<file path="config.mk">
export PLATFORM = sky130hd
export DESIGN_NAME = prb_top
export DESIGN_NICKNAME = d
export VERILOG_FILES = /design/src/verilog/prb_top_fix_note.sv /design/src/verilog/prb_pkg.sv /design/src/verilog/prb_check.sv /design/src/verilog/prb_len.sv /design/src/verilog/prb_top.sv
export SDC_FILE = /design/constraint.sdc
export NUM_CORES = 1
export LEC_CHECK = 0
export ABC_AREA = 1
export BUFFER_PORTS_ARGS = -buffer_cell sky130_fd_sc_hd__buf_2
export CORE_MARGIN = 2
export CORE_UTILIZATION = 55
export DETAILED_ROUTE_END_ITERATION = 6
export PLACE_DENSITY = 0.91
export SYNTH_ARGS = -nofsm -noshare
export SYNTH_HDL_FRONTEND = slang
export SYNTH_SLANG_ARGS = --single-unit
</file>
<file path="constraint.sdc">
create_clock -name aclk -period 4.51 [get_ports aclk]
set_clock_uncertainty 0.05 [all_clocks]
set_input_delay 0.6765 -clock aclk [delete_from_list [all_inputs] [get_ports aclk]]
set_output_delay 0.6765 -clock aclk [all_outputs]
set_load 0.01 [all_outputs]
</file>
<file path="src/verilog/prb_top_fix_note.sv">
// Intentionally empty compilation unit.

</file>
<file path="src/verilog/prb_pkg.sv">
// Constants, types and register map of the plain binary read interpreter.
// Summary of operation
// - Read runs plain, no MAC, no encryption.
// - Free read right, or dynamic read right other than Fh, needed, else 6982h.
// - Non plain data file answers 6985h.
// - P1 bit7 set: SFI plus 8-bit offset.
// - P1 bit7 clear: 15-bit offset.
// - SFI 00h reads current file, no reselect.
// - SFI 01h..1Eh selects file, then reads.
// - Le 00h returns rest, at most 256.
// - Le beyond file end returns rest.
// - Success appends status word 9000h.
// - Wrong frame length answers 6700h.
// - Unauthenticated counter overflow answers 6982h.
// - Counter at limit unauthenticated answers 6982h.
// - Authenticated session modes answer 6982h.
// - Chained command ongoing answers 6985h.
// - SFI 00h without selection answers 6985h.
// - Transaction auth file present answers 6985h.
// - Bad P1 or P2 answers 6A86h.
// - Select only with class 00h, A4h.
package prb_pkg;
	// Register byte offsets on the AXI4-Lite slave.
	localparam int          ADDR_W    = 4;
	localparam logic [3:0]  OFF_HDR   = 4'h0;
	localparam logic [3:0]  OFF_LEN   = 4'h4;
	localparam logic [3:0]  OFF_CTRL  = 4'h8;
	localparam logic [3:0]  OFF_STAT  = 4'hC;
	localparam logic [1:0]  RESP_OKAY = 2'h0;
	localparam logic [1:0]  RESP_SLVERR = 2'h2;
	// Field positions.
	localparam int CTRL_START_BIT = 0;
	localparam int STAT_BUSY_BIT  = 16;
	localparam int STAT_CNT_LSB   = 17;
	// Reset values.
	localparam logic [31:0] HDR_RST = 32'h0000_0000;
	localparam logic [15:0] LEN_RST = 16'h0000;
	localparam logic [15:0] SW_RST  = 16'h0000;
	// Command encodings.
	localparam logic [7:0] CLA_STD    = 8'h00;
	localparam logic [7:0] INS_READ   = 8'hB0;
	localparam logic [7:0] INS_SELECT = 8'hA4;
	localparam logic [7:0] FRAME_LEN_READ = 8'h05;
	localparam logic [3:0] RIGHT_FREE = 4'hE;
	localparam logic [3:0] RIGHT_NONE = 4'hF;
	localparam logic [4:0] SFI_CURRENT = 5'h00;
	localparam logic [4:0] SFI_RFU    = 5'h1F;
	localparam logic [8:0] MAX_RESP   = 9'h100;
	// Status words.
	localparam logic [15:0] SW_OK    = 16'h9000;
	localparam logic [15:0] SW_LEN   = 16'h6700;
	localparam logic [15:0] SW_SEC   = 16'h6982;
	localparam logic [15:0] SW_COND  = 16'h6985;
	localparam logic [15:0] SW_NOFILE = 16'h6A82;
	localparam logic [15:0] SW_P1P2  = 16'h6A86;
	localparam logic [15:0] SW_CLA   = 16'h6E00;
	localparam logic [15:0] SW_INS   = 16'h6D00;
	localparam logic [15:0] SW_MEM   = 16'h6581;

	// Attributes of the targeted file, supplied by the file system.
	typedef struct packed {
		logic        exists;
		logic        plain_data_file;
		logic        app_tx_auth;
		logic [14:0] size;
		logic [3:0]  read_right;
		logic [3:0]  read_write_right;
		logic        dyn_en;
		logic [3:0]  dynamic_file_read_right;
		logic        ctr_ovf;
		logic [23:0] unauth_read_counter;
		logic [23:0] read_counter_limit;
	} prb_file_t;

	// Session state of the tag core.
	typedef struct packed {
		logic session_auth_mode_a;
		logic session_auth_mode_b;
		logic authenticated;
		logic chain_busy;
		logic sel_valid;
	} prb_sess_t;

	// Command frame header as written by software.
	typedef struct packed {
		logic [7:0] cla;
		logic [7:0] ins;
		logic [7:0] p1;
		logic [7:0] p2;
		logic [7:0] le;
		logic [7:0] frame_len;
	} prb_cmd_t;

	typedef enum logic [2:0] {
		ST_IDLE  = 3'b000,
		ST_CHECK = 3'b001,
		ST_READ  = 3'b010,
		ST_SEND  = 3'b011,
		ST_SW1   = 3'b100,
		ST_SW2   = 3'b101,
		ST_SELW  = 3'b110
	} prb_state_t;
endpackage

</file>
<file path="src/verilog/prb_check.sv">
// Header decoder and access checker of the plain binary read command.
`timescale 1ns/1ps
module prb_check
	import prb_pkg::*;
(
	input  prb_cmd_t    cmd,
	input  prb_sess_t   sess,
	input  prb_file_t   finfo,
	output logic [15:0] sw,
	output logic [14:0] offset,
	output logic [4:0]  sfi,
	output logic        sfi_mode
);
	logic free_access;

	// Checks run in a fixed priority; the first failing one names the status.
	always_comb
	begin
		sfi_mode = cmd.p1[7];
		sfi = cmd.p1[4:0];
		// Short form carries an 8-bit offset, long form a 15-bit one.
		offset = sfi_mode ? {7'h00, cmd.p2} : {cmd.p1[6:0], cmd.p2};
		free_access = (finfo.read_right == RIGHT_FREE) ||
			(finfo.read_write_right == RIGHT_FREE) ||
			(finfo.dyn_en && finfo.dynamic_file_read_right != RIGHT_NONE);
		sw = SW_OK;
		if (cmd.cla != CLA_STD)
			sw = SW_CLA;
		else if (sess.chain_busy)
			sw = SW_COND;
		else if (cmd.ins != INS_READ)
			sw = SW_INS;
		else if (cmd.frame_len != FRAME_LEN_READ)
			sw = SW_LEN;
		else if (sfi_mode && (cmd.p1[6:5] != 2'h0 || sfi == SFI_RFU))
			sw = SW_P1P2;
		else if ((!sfi_mode || sfi == SFI_CURRENT) && !sess.sel_valid)
			sw = SW_COND;
		else if (!finfo.exists)
			sw = SW_NOFILE;
		else if (!finfo.plain_data_file)
			sw = SW_COND;
		else if (finfo.app_tx_auth)
			sw = SW_COND;
		else if (sess.session_auth_mode_a || sess.session_auth_mode_b)
			sw = SW_SEC;
		else if (!free_access)
			sw = SW_SEC;
		else if (finfo.dyn_en && finfo.ctr_ovf)
			sw = SW_SEC;
		else if (finfo.dyn_en && !sess.authenticated &&
			finfo.unauth_read_counter >= finfo.read_counter_limit)
			sw = SW_SEC;
		else if (offset >= finfo.size)
			sw = SW_P1P2;
	end
endmodule

</file>
<file path="src/verilog/prb_len.sv">
// Response length calculator of the plain binary read command.
`timescale 1ns/1ps
module prb_len
	import prb_pkg::*;
(
	input  logic [14:0] size,
	input  logic [14:0] offset,
	input  logic [7:0]  le,
	output logic [8:0]  count
);
	logic [14:0] rem;
	logic [8:0]  cap;

	// Le of zero asks for the rest of the file, clipped to one response.
	always_comb
	begin
		rem = size - offset;
		cap = (le == 8'h00) ? MAX_RESP : {1'b0, le};
		// A request past the end simply returns what is left.
		count = (rem < {6'h00, cap}) ? rem[8:0] : cap;
	end
endmodule

</file>
<file path="src/verilog/prb_top.sv">
// Plain binary read interpreter with its AXI4-Lite register slave.
//
// Chosen here: the AXI4-Lite interface to the registers and the register addresses.
`timescale 1ns/1ps
module prb_top
	import prb_pkg::*;
(
	input  logic              aclk,
	input  logic              aresetn,
	input  logic [ADDR_W-1:0] awaddr,
	input  logic              awvalid,
	output logic              awready,
	input  logic [31:0]       wdata,
	input  logic [3:0]        wstrb,
	input  logic              wvalid,
	output logic              wready,
	output logic [1:0]        bresp,
	output logic              bvalid,
	input  logic              bready,
	input  logic [ADDR_W-1:0] araddr,
	input  logic              arvalid,
	output logic              arready,
	output logic [31:0]       rdata,
	output logic [1:0]        rresp,
	output logic              rvalid,
	input  logic              rready,
	input  prb_file_t         finfo,
	input  prb_sess_t         sess,
	output logic [4:0]        lookup_sfi,
	output logic              sel_update,
	output logic              select_req,
	input  logic              select_done,
	input  logic [15:0]       select_sw,
	output logic              mem_req,
	output logic [14:0]       mem_addr,
	input  logic [7:0]        mem_rdata,
	input  logic              mem_ack,
	input  logic              mem_err,
	output logic              resp_valid,
	output logic [7:0]        resp_data,
	output logic              resp_last,
	input  logic              resp_ready
);
	logic              aw_hold_reg, aw_hold_next;
	logic [ADDR_W-1:0] awaddr_reg, awaddr_next;
	logic              w_hold_reg, w_hold_next;
	logic [31:0]       wdata_reg, wdata_next;
	logic [3:0]        wstrb_reg, wstrb_next;
	logic              bvalid_reg, bvalid_next;
	logic [1:0]        bresp_reg, bresp_next;
	logic [31:0]       hdr_reg, hdr_next;
	logic [15:0]       lenf_reg, lenf_next;
	logic              rvalid_reg, rvalid_next;
	logic [31:0]       rdata_reg, rdata_next;
	logic [1:0]        rresp_reg, rresp_next;
	prb_state_t        state_reg, state_next;
	logic [15:0]       sw_reg, sw_next;
	logic [14:0]       addr_reg, addr_next;
	logic [8:0]        cnt_reg, cnt_next;
	logic [8:0]        sent_reg, sent_next;
	logic [7:0]        byte_reg, byte_next;
	logic              go;
	logic              idle;
	prb_cmd_t          cmd;
	logic [15:0]       chk_sw;
	logic [14:0]       offset;
	logic [4:0]        sfi;
	logic              sfi_mode;
	logic [8:0]        count;

	// Merges new write data into a register by byte lane.
	function automatic logic [31:0] merge(input logic [31:0] old,
		input logic [31:0] nw, input logic [3:0] st);
		logic [31:0] r;
		r = old;
		for (int i = 0; i < 4; i++)
			if (st[i])
				r[i*8 +: 8] = nw[i*8 +: 8];
		return r;
	endfunction

	// The header is a flop copy, so checks see a stable frame.
	assign idle = (state_reg == ST_IDLE);
	// Field order follows the register map: class sits in the low byte.
	assign cmd = {hdr_reg[7:0], hdr_reg[15:8], hdr_reg[23:16],
		hdr_reg[31:24], lenf_reg[7:0], lenf_reg[15:8]};
	assign lookup_sfi = (sfi_mode && sfi != SFI_CURRENT) ? sfi : SFI_CURRENT;

	prb_check u_check (
		.cmd      (cmd),
		.sess     (sess),
		.finfo    (finfo),
		.sw       (chk_sw),
		.offset   (offset),
		.sfi      (sfi),
		.sfi_mode (sfi_mode)
	);

	prb_len u_len (
		.size   (finfo.size),
		.offset (offset),
		.le     (cmd.le),
		.count  (count)
	);

	// Bus handshakes; address and data may arrive in either order.
	assign awready = !aw_hold_reg && !bvalid_reg;
	assign wready  = !w_hold_reg && !bvalid_reg;
	assign bvalid  = bvalid_reg;
	assign bresp   = bresp_reg;
	assign arready = !rvalid_reg;
	assign rvalid  = rvalid_reg;
	assign rdata   = rdata_reg;
	assign rresp   = rresp_reg;

	// Write channel: header writes are ignored while a command runs.
	always_comb
	begin
		aw_hold_next = aw_hold_reg;
		awaddr_next  = awaddr_reg;
		w_hold_next  = w_hold_reg;
		wdata_next   = wdata_reg;
		wstrb_next   = wstrb_reg;
		bvalid_next  = bvalid_reg;
		bresp_next   = bresp_reg;
		hdr_next     = hdr_reg;
		lenf_next    = lenf_reg;
		go           = 1'b0;
		if (awvalid && awready)
		begin
			aw_hold_next = 1'b1;
			awaddr_next  = awaddr;
		end
		if (wvalid && wready)
		begin
			w_hold_next = 1'b1;
			wdata_next  = wdata;
			wstrb_next  = wstrb;
		end
		if (bvalid_reg && bready)
			bvalid_next = 1'b0;
		if (aw_hold_reg && w_hold_reg)
		begin
			aw_hold_next = 1'b0;
			w_hold_next  = 1'b0;
			bvalid_next  = 1'b1;
			bresp_next   = RESP_OKAY;
			case (awaddr_reg)
				OFF_HDR:
					if (idle)
						hdr_next = merge(hdr_reg, wdata_reg, wstrb_reg);
				OFF_LEN:
					if (idle)
						lenf_next = 16'(merge({16'h0000, lenf_reg},
							wdata_reg, wstrb_reg));
				OFF_CTRL:
					go = idle && wstrb_reg[0] && wdata_reg[CTRL_START_BIT];
				OFF_STAT:
					bresp_next = RESP_OKAY;
				default:
					bresp_next = RESP_SLVERR;
			endcase
		end
	end

	always_ff @(posedge aclk)
	begin
		if (!aresetn)
		begin
			aw_hold_reg <= 1'b0;
			awaddr_reg  <= '0;
			w_hold_reg  <= 1'b0;
			wdata_reg   <= 32'h0000_0000;
			wstrb_reg   <= 4'h0;
			bvalid_reg  <= 1'b0;
			bresp_reg   <= RESP_OKAY;
			hdr_reg     <= HDR_RST;
			lenf_reg    <= LEN_RST;
		end
		else
		begin
			aw_hold_reg <= aw_hold_next;
			awaddr_reg  <= awaddr_next;
			w_hold_reg  <= w_hold_next;
			wdata_reg   <= wdata_next;
			wstrb_reg   <= wstrb_next;
			bvalid_reg  <= bvalid_next;
			bresp_reg   <= bresp_next;
			hdr_reg     <= hdr_next;
			lenf_reg    <= lenf_next;
		end
	end

	// Read channel: one answer per address, unmapped ones get SLVERR.
	always_comb
	begin
		rvalid_next = rvalid_reg;
		rdata_next  = rdata_reg;
		rresp_next  = rresp_reg;
		if (rvalid_reg && rready)
			rvalid_next = 1'b0;
		if (arvalid && arready)
		begin
			rvalid_next = 1'b1;
			rresp_next  = RESP_OKAY;
			case (araddr)
				OFF_HDR:  rdata_next = hdr_reg;
				OFF_LEN:  rdata_next = {16'h0000, lenf_reg};
				OFF_CTRL: rdata_next = 32'h0000_0000;
				OFF_STAT: rdata_next = {6'h00, sent_reg, !idle, sw_reg};
				default:
				begin
					rdata_next = 32'h0000_0000;
					rresp_next = RESP_SLVERR;
				end
			endcase
		end
	end

	always_ff @(posedge aclk)
	begin
		if (!aresetn)
		begin
			rvalid_reg <= 1'b0;
			rdata_reg  <= 32'h0000_0000;
			rresp_reg  <= RESP_OKAY;
		end
		else
		begin
			rvalid_reg <= rvalid_next;
			rdata_reg  <= rdata_next;
			rresp_reg  <= rresp_next;
		end
	end

	// Command sequencer; data bytes go out exactly as stored, no MAC.
	assign mem_req    = (state_reg == ST_READ);
	assign mem_addr   = addr_reg;
	assign select_req = (state_reg == ST_SELW);
	assign resp_valid = (state_reg == ST_SEND) || (state_reg == ST_SW1) ||
		(state_reg == ST_SW2);
	assign resp_last  = (state_reg == ST_SW2);
	assign resp_data  = byte_reg;
	assign sel_update = (state_reg == ST_CHECK) && (chk_sw == SW_OK) &&
		sfi_mode && (sfi != SFI_CURRENT);

	always_comb
	begin
		state_next = state_reg;
		sw_next    = sw_reg;
		addr_next  = addr_reg;
		cnt_next   = cnt_reg;
		sent_next  = sent_reg;
		byte_next  = byte_reg;
		case (state_reg)
			ST_IDLE:
				if (go)
				begin
					state_next = ST_CHECK;
					sent_next  = 9'h000;
				end
			ST_CHECK:
				if (cmd.cla == CLA_STD && cmd.ins == INS_SELECT &&
					!sess.chain_busy)
					state_next = ST_SELW;
				else if (chk_sw != SW_OK)
				begin
					sw_next    = chk_sw;
					byte_next  = chk_sw[15:8];
					state_next = ST_SW1;
				end
				else
				begin
					sw_next    = SW_OK;
					addr_next  = offset;
					cnt_next   = count;
					state_next = ST_READ;
				end
			ST_SELW:
				if (select_done)
				begin
					sw_next    = select_sw;
					byte_next  = select_sw[15:8];
					state_next = ST_SW1;
				end
			ST_READ:
				if (mem_ack && mem_err)
				begin
					sw_next    = SW_MEM;
					byte_next  = SW_MEM[15:8];
					state_next = ST_SW1;
				end
				else if (mem_ack)
				begin
					byte_next  = mem_rdata;
					state_next = ST_SEND;
				end
			ST_SEND:
				if (resp_ready)
				begin
					addr_next = addr_reg + 15'h0001;
					cnt_next  = cnt_reg - 9'h001;
					sent_next = sent_reg + 9'h001;
					if (cnt_reg == 9'h001)
					begin
						byte_next  = sw_reg[15:8];
						state_next = ST_SW1;
					end
					else
						state_next = ST_READ;
				end
			ST_SW1:
				if (resp_ready)
				begin
					byte_next  = sw_reg[7:0];
					state_next = ST_SW2;
				end
			ST_SW2:
				if (resp_ready)
					state_next = ST_IDLE;
			default:
				state_next = ST_IDLE;
		endcase
	end

	always_ff @(posedge aclk)
	begin
		if (!aresetn)
		begin
			state_reg <= ST_IDLE;
			sw_reg    <= SW_RST;
			addr_reg  <= 15'h0000;
			cnt_reg   <= 9'h000;
			sent_reg  <= 9'h000;
			byte_reg  <= 8'h00;
		end
		else
		begin
			state_reg <= state_next;
			sw_reg    <= sw_next;
			addr_reg  <= addr_next;
			cnt_reg   <= cnt_next;
			sent_reg  <= sent_next;
			byte_reg  <= byte_next;
		end
	end
endmodule

</file>
# After elaboration in Yosys (flattened, before gate mapping)
# Index checks and enable logic that the tools add are counted.
# totals
inputBits	164
ff_bits	188
out_inout_bits	74
# classes
n_lt_le_gt_ge	3
n_bitwise	1
eq_ne	33
n_addsub	4
n_reduce_logical	68
mux	63
# op_table
op	n
$mux W16	18
$pmux W32 S3	1
$mux W8	8
$mux W9	7
$mux W15	4
$pmux W16 S3	1
$pmux W8 S5	1
$pmux W9 S2	2
$reduce_and A4 Y1	8
$mux W3	10
$pmux W15 S2	1
$eq A4 B4 Y1 const B	6
$ge A24 B24 Y1	1
$logic_and A1 B1 Y1	23
$pmux W3 S7	1
$eq A16 B16 Y1 const B	1
$logic_not A8 Y1	2
$ne A16 B16 Y1 const B	1
$add A15 B1 Y15 const B	1
$ge A15 B15 Y1	1
$lt A15 B9 Y1	1
$sub A15 B15 Y15	1
$ne A2 B1 Y1 const B	5
$ne A2 B2 Y1 const B	5
31 further kinds	62

# Logic depth before layout (Yosys ltp)
# logic_depth
ltp_word	20
depth_mapped	22

# Hierarchy
# Synthesis repeated with hierarchy kept, for this count alone.
# hier_totals
hier_cells	1856
area_unflattened_um2	12036.5
# by_module_without_submodules
mod	cells_each	instances	area_per_inst_um2
prb_top	1314	1	8983.6
prb_check	288	1	1689.1
prb_len	254	1	1363.8

# Least setup slack after synthesis
# Ideal clock, no wire load.
# synth_timing
kind	input -> register
startpoint	in finfo[62] (netlist bit)
endpoint	reg cnt_reg[5]
stages	20
arrival_time_ns	3.215
setup_ns	0.064
required_time_ns	4.396
n_path_buf	0
setup_slack_ns	1.181
cell_sequence	inv_1 -> ha_1 -> inv_1 -> fa_1 -> a21oi_1 -> o21ai_0 -> xor2_1 -> inv_1 -> ha_1 -> a21oi_1 -> nand2_1 -> nor2_1 -> nand4_1 -> nor2_4 -> nand3_2 -> nand2_1 -> nand3_1 -> nand3_1 -> nand2_1 -> nor2_1
# synth_between
elab_chain_len	18
word_cells_on_any_way	24
cone_classes	1 x add/sub; 2 x order compare; 2 x eq/ne; 18 x mux; 1 x reduce/logical
# synth_rtl
item	line	source
from (decl)	prb_top.sv:27	input prb_file_t finfo,
$ge A15 B15 Y1	prb_check.sv:54	else if (offset >= finfo.size)
$mux W16	prb_check.sv:54	
$mux W16	prb_check.sv:51	else if (finfo.dyn_en && !sess.authenticated &&
$mux W16	prb_check.sv:49	else if (finfo.dyn_en && finfo.ctr_ovf)
$mux W16	prb_check.sv:47	else if (!free_access)
$mux W16	prb_check.sv:45	else if (sess.session_auth_mode_a || sess.session_auth_mode_b)
$mux W16	prb_check.sv:43	else if (finfo.app_tx_auth)
$mux W16	prb_check.sv:41	else if (!finfo.plain_data_file)
[2 not listed]	-	
$mux W16	prb_check.sv:35	else if (sfi_mode && (cmd.p1[6:5] != 2'h0 || sfi == SFI_RFU))
$mux W16	prb_check.sv:33	else if (cmd.frame_len != FRAME_LEN_READ)
$mux W16	prb_check.sv:31	else if (cmd.ins != INS_READ)
$mux W16	prb_check.sv:29	else if (sess.chain_busy)
$mux W16	prb_check.sv:27	if (cmd.cla != CLA_STD)
$ne A16 B16 Y1	prb_top.sv:266	else if (chk_sw != SW_OK)
$ne A2 B2 Y1 (no source line)	-	
$reduce_and A4 Y1 (no source line)	-	
to (signal assigned)	prb_top.sv:342	cnt_reg <= cnt_next;
to (decl)	prb_top.sv:59	logic [8:0] cnt_reg, cnt_next;
# Parallel ways exist; a longest one is shown, timed or not. The select of a mux whose other input is x is not followed.
# A chain may end at the register's enable or synchronous reset.

# Worst setup path after layout
# layout_timing
startpoint	reg hdr_reg[23]
endpoint	out sel_update
# layout_between
elab_chain_len	20
word_cells_on_any_way	24
cone_classes	1 x order compare; 1 x eq/ne; 15 x mux; 7 x reduce/logical
# layout_rtl
item	line	source
from (decl)	prb_top.sv:51	logic [31:0] hdr_reg, hdr_next;
from (signal assigned)	prb_top.sv:189	hdr_reg <= hdr_next;
$mux W15	prb_check.sv:22	offset = sfi_mode ? {7'h00, cmd.p2} : {cmd.p1[6:0], cmd.p2};
$ge A15 B15 Y1	prb_check.sv:54	
$mux W16	prb_check.sv:54	
$mux W16	prb_check.sv:51	
$mux W16	prb_check.sv:49	
$mux W16	prb_check.sv:47	
$mux W16	prb_check.sv:45	
$mux W16	prb_check.sv:43	
[4 not listed]	-	
$mux W16	prb_check.sv:33	
$mux W16	prb_check.sv:31	
$mux W16	prb_check.sv:29	
$mux W16	prb_check.sv:27	
$eq A16 B16 Y1	prb_top.sv:244	assign sel_update = (state_reg == ST_CHECK) && (chk_sw == SW_OK) &&
$logic_and A1 B1 Y1	prb_top.sv:244	
$logic_and A1 B1 Y1 *	prb_top.sv:244	
$logic_and A1 B1 Y1 *	prb_top.sv:245	sfi_mode && (sfi != SFI_CURRENT);
to (decl)	prb_top.sv:30	output logic sel_update,
# Mark *: on every way between the ends. The rest lies on a longest branch, timed or not.

==> run_summary.xml <==
<?xml version="1.0" encoding="UTF-8"?>
<metrics>
  <group name="synthesis">
    <metric name="yosys.cell_count.top_type" unit="">nand2_1</metric>
    <metric name="netlist_top_cells_count" unit="">275 x nand2_1, 196 x inv_1, 195 x nor2_1, 186 x dfxtp_1, 161 x o21ai_0</metric>
    <metric name="yosys_register_bits" unit="">186</metric>
    <metric name="synth_area" unit="um^2">10300</metric>
    <metric name="synth_seq_area_share" unit="">0.362</metric>
    <metric name="synthDistinctLibCells" unit="">48</metric>
    <metric name="netlist.top_cell.by_area" unit="">dfxtp_1</metric>
    <metric name="yosysWarnings" unit="">0</metric>
    <metric name="syn-instance-count" unit="">1518</metric>
    <metric name="ys_async_sr_fraction" unit="">0</metric>
    <metric name="synth_top_area_frac" unit="">0.362</metric>
    <metric name="synthFlopType" unit="">dfxtp_1</metric>
    <metric name="ys_top_cells_by_area" unit="">dfxtp_1 36%, nand2_1 10%, o21ai_0 7.8%</metric>
    <metric name="mean_instance_size_in_the_synthesized_netlist" unit="um^2">6.77</metric>
    <metric name="synth-edff-count" unit="">0</metric>
  </group>
  <group name="setup_path">
    <metric name="startpoint" unit="">hdr_reg[23]</metric>
    <metric name="timing.critical_path.to_type" unit="">output pin</metric>
    <metric name="worst_r2r_startpoint" unit="">hdr_reg[29]</metric>
    <metric name="cp_data_required_time" unit="ps">3780</metric>
    <metric name="path_common_cell" unit="">nand2_2</metric>
    <metric name="timing.critical_path.arrival" unit="ps">3010</metric>
    <metric name="critical_path.top_delay_family" unit="">simple AND/OR/NAND/NOR gates</metric>
    <metric name="slowest_delay" unit="ps">430</metric>
    <metric name="crit_path_cell_trace" unit="">inv_2 -&gt; nand2_1 -&gt; ha_1 -&gt; nand2_2 -&gt; nor2_2 -&gt; nand4_1 -&gt; nand3_1 -&gt; nand2_1 -&gt; nand2_2 -&gt; nand2_2 -&gt; nor2_4 -&gt; nand4_4 -&gt; nor2_1 -&gt; buf_2</metric>
    <metric name="worst_setup_path_start_kind" unit="">register</metric>
    <metric name="worst_path_max_delay_cell" unit="">ha_1</metric>
    <metric name="worst-path-max-fanout" unit="">10</metric>
    <metric name="critPathBufInv" unit="">2</metric>
    <metric name="timing_worst_setup_path_type" unit="">reg -&gt; out</metric>
  </group>
  <group name="grt">
    <metric name="grt_pass1_vias" unit="">10142</metric>
    <metric name="globalRouteTotalUtil" unit="">0.309</metric>
    <metric name="wire_length_of_the_first_global_routing_pass" unit="um">49200</metric>
    <metric name="grt_start_max_net_pins" unit="">97</metric>
    <metric name="grt-ovfl-total" unit="">0</metric>
    <metric name="grt_antenna_before_repair" unit="">0</metric>
  </group>
  <group name="timing">
    <metric name="unrepaired_setup_endpoints_after_global_routing" unit="">false</metric>
    <metric name="clock.fmax" unit="MHz">268</metric>
    <metric name="report.final.slew_viol_count" unit="">0</metric>
    <metric name="setup_viol" unit="">0</metric>
    <metric name="layout_setup_ws" unit="ps">778</metric>
    <metric name="finalWorstPathRequiredPeriod" unit="ps">3730</metric>
    <metric name="slew-limit-headroom" unit="">0.172</metric>
    <metric name="worst_pin_slew" unit="ps">1240</metric>
    <metric name="setup_tns" unit="ps">0</metric>
    <metric name="final_min_period_over_clock_period" unit="">0.828</metric>
    <metric name="final-hold-violation-count" unit="">0</metric>
  </group>
  <group name="run_status">
    <metric name="status" unit="">completed</metric>
  </group>
  <group name="drt">
    <metric name="wire_per_inst" unit="um">16.1</metric>
    <metric name="drc" unit="">0</metric>
    <metric name="detail_route.first_pass.iterations" unit="">6</metric>
    <metric name="route.final.wire_length" unit="um">31600</metric>
    <metric name="average_vias_per_placed_instance" unit="">5.66</metric>
    <metric name="count_of_vias_placed_by_the_detailed_router" unit="">11119</metric>
    <metric name="drt-initial-drc-count" unit="">961</metric>
    <metric name="ant_nets" unit="">0</metric>
  </group>
  <group name="floorplanning">
    <metric name="dieHeight" unit="um">141</metric>
    <metric name="placeableCoreArea" unit="um^2">18100</metric>
    <metric name="design.portCount" unit="">238</metric>
    <metric name="die_area" unit="um^2">19800</metric>
    <metric name="chipWidth" unit="um">141</metric>
    <metric name="effective_utilization_at_floorplan" unit="">0.566</metric>
    <metric name="std_cell_rows" unit="">49</metric>
  </group>
  <group name="hold_path">
    <metric name="min_path_type" unit="">reg -&gt; reg</metric>
    <metric name="hold_path_startpoint" unit="">sent_reg[8]</metric>
  </group>
  <group name="cts">
    <metric name="clkTransAtPathRegs" unit="ps">70</metric>
    <metric name="clk_path_buf_depth" unit="">2</metric>
    <metric name="cts.htree.levels" unit="">4</metric>
    <metric name="cts-buffers-inserted" unit="">17</metric>
    <metric name="post_cts_resize_count" unit="">0</metric>
    <metric name="worstSkewPairLatency" unit="ps">440</metric>
    <metric name="clk_root_buffer_cell" unit="">clkbuf_16</metric>
    <metric name="cts_tree" unit="">built</metric>
    <metric name="post_cts_buffers" unit="">0</metric>
    <metric name="number_of_hold_repair_buffers_added_at_the_cts_stage" unit="">0</metric>
    <metric name="clock-sinks" unit="">186</metric>
  </group>
  <group name="placed_design">
    <metric name="preCtsSetupSlack" unit="ps">623</metric>
    <metric name="detailedPlacementHpwl" unit="um">24100</metric>
    <metric name="finalWeightedCongestion" unit="">0.968</metric>
    <metric name="dpl-instance-area" unit="um^2">11500</metric>
    <metric name="numPortBuffers" unit="">235</metric>
  </group>
  <group name="finish">
    <metric name="final_cell_area" unit="um^2">12100</metric>
    <metric name="syn_to_final_growth" unit="%">18.0</metric>
    <metric name="layout_cells_sized_above_1" unit="">0.175</metric>
    <metric name="layout.filler_cells" unit="">1619</metric>
    <metric name="finalNetCount" unit="">1940</metric>
    <metric name="num_antenna_cells" unit="">0</metric>
  </group>
  <group name="power">
    <metric name="p_per_area" unit="nW/um^2">301</metric>
    <metric name="vdd_drop_max" unit="V">0.000311</metric>
    <metric name="pleak" unit="nW">5.59</metric>
  </group>
  <group name="job">
    <metric name="maximum_capacitance_violations" unit="">0</metric>
  </group>
</metrics>
[power breakdown]
part / total (W) / switching (W) / internal (W)
Sequential: 0.00172 / 0.0000287 / 0.00169
Combinational: 0.000452 / 0.000282 / 0.000170
Clock: 0.00149 / 0.000695 / 0.000791
Total: 0.00366 / 0.00101 / 0.00265
[worst paths after layout]
| check | to | slack (ps) | depth (start not counted) |
|---|---|---|---|
| max reg2reg | cnt_reg[4] | 890 | 20 |
| min reg2reg | sent_reg[8] | 400 | 1 |
| min | sent_reg[8] | 400 | 1 |
| max | sel_update | 780 | 14 |
[cells by family after synthesis]
family | synth area share
AOI/OAI and AO/OA | 0.205
xor gates and xnor gates | 0.0170
adders and majority gates | 0.0641
buffers and inverters | 0.100
DFF | 0.362
other | 0.000365
and+or+nand+nor | 0.251
[routing by layer]
layer	track usage	up-vias	part of all wire
met5	0	-	0
met4	0.128	0	0.031
met3	0.0506	64	0.092
met2	0.522	597	0.46
met1	0.394	5020	0.41
li1	-	5438	-
[stage by stage]
step | util | hold WS, ps | std cells | total power, W
after CTS | 0.668 | 399 | 1966 | 0.00365
after detailed placement | 0.636 | 387 | 1934 | 0.00220
after floorplan | - | 371 | 1519 | 0.00203
final | 0.668 | 400 | 1966 | 0.00366
after global placement | 0.636 | 384 | 1934 | 0.00219
after global routing | 0.668 | 412 | 1966 | 0.00378
[layout by cell type (no fill, tap or decap), drive strengths merged]
cell,count
nand2,281
buf,245
inv,206
nor2,204
dfxtp,186
o21ai,166
a21oi,156
nand3,57
ha,51
nand4,30
o22ai,29
nor3,20
clkbuf,19
xor2,16
a211oi,14
nor4,10
o221ai,7
clkinv,7
o211ai,6
a31oi,4
xnor2,4
o21a,2
nor3b,2
a221oi,2
conb,2
clkinvlp,2
or2,2
a21o,1
a21boi,1
o221a,1
o2111ai,1
nand3b,1
fa,1
bufinv,1
[final cells by class]
type | count | area, um^2 | area share
clock buffers | 19 | 443 | 0.0365
inverters | 203 | 762 | 0.0628
clock inverters | 13 | 138 | 0.0113
flip-flops and latches | 186 | 3720 | 0.307
repair buffers | 245 | 1250 | 0.103
multi-input cells | 1071 | 5530 | 0.456
well taps | 229 | 287 | 0.0236
No activity file was read; power rests on OpenSTA's default activity.
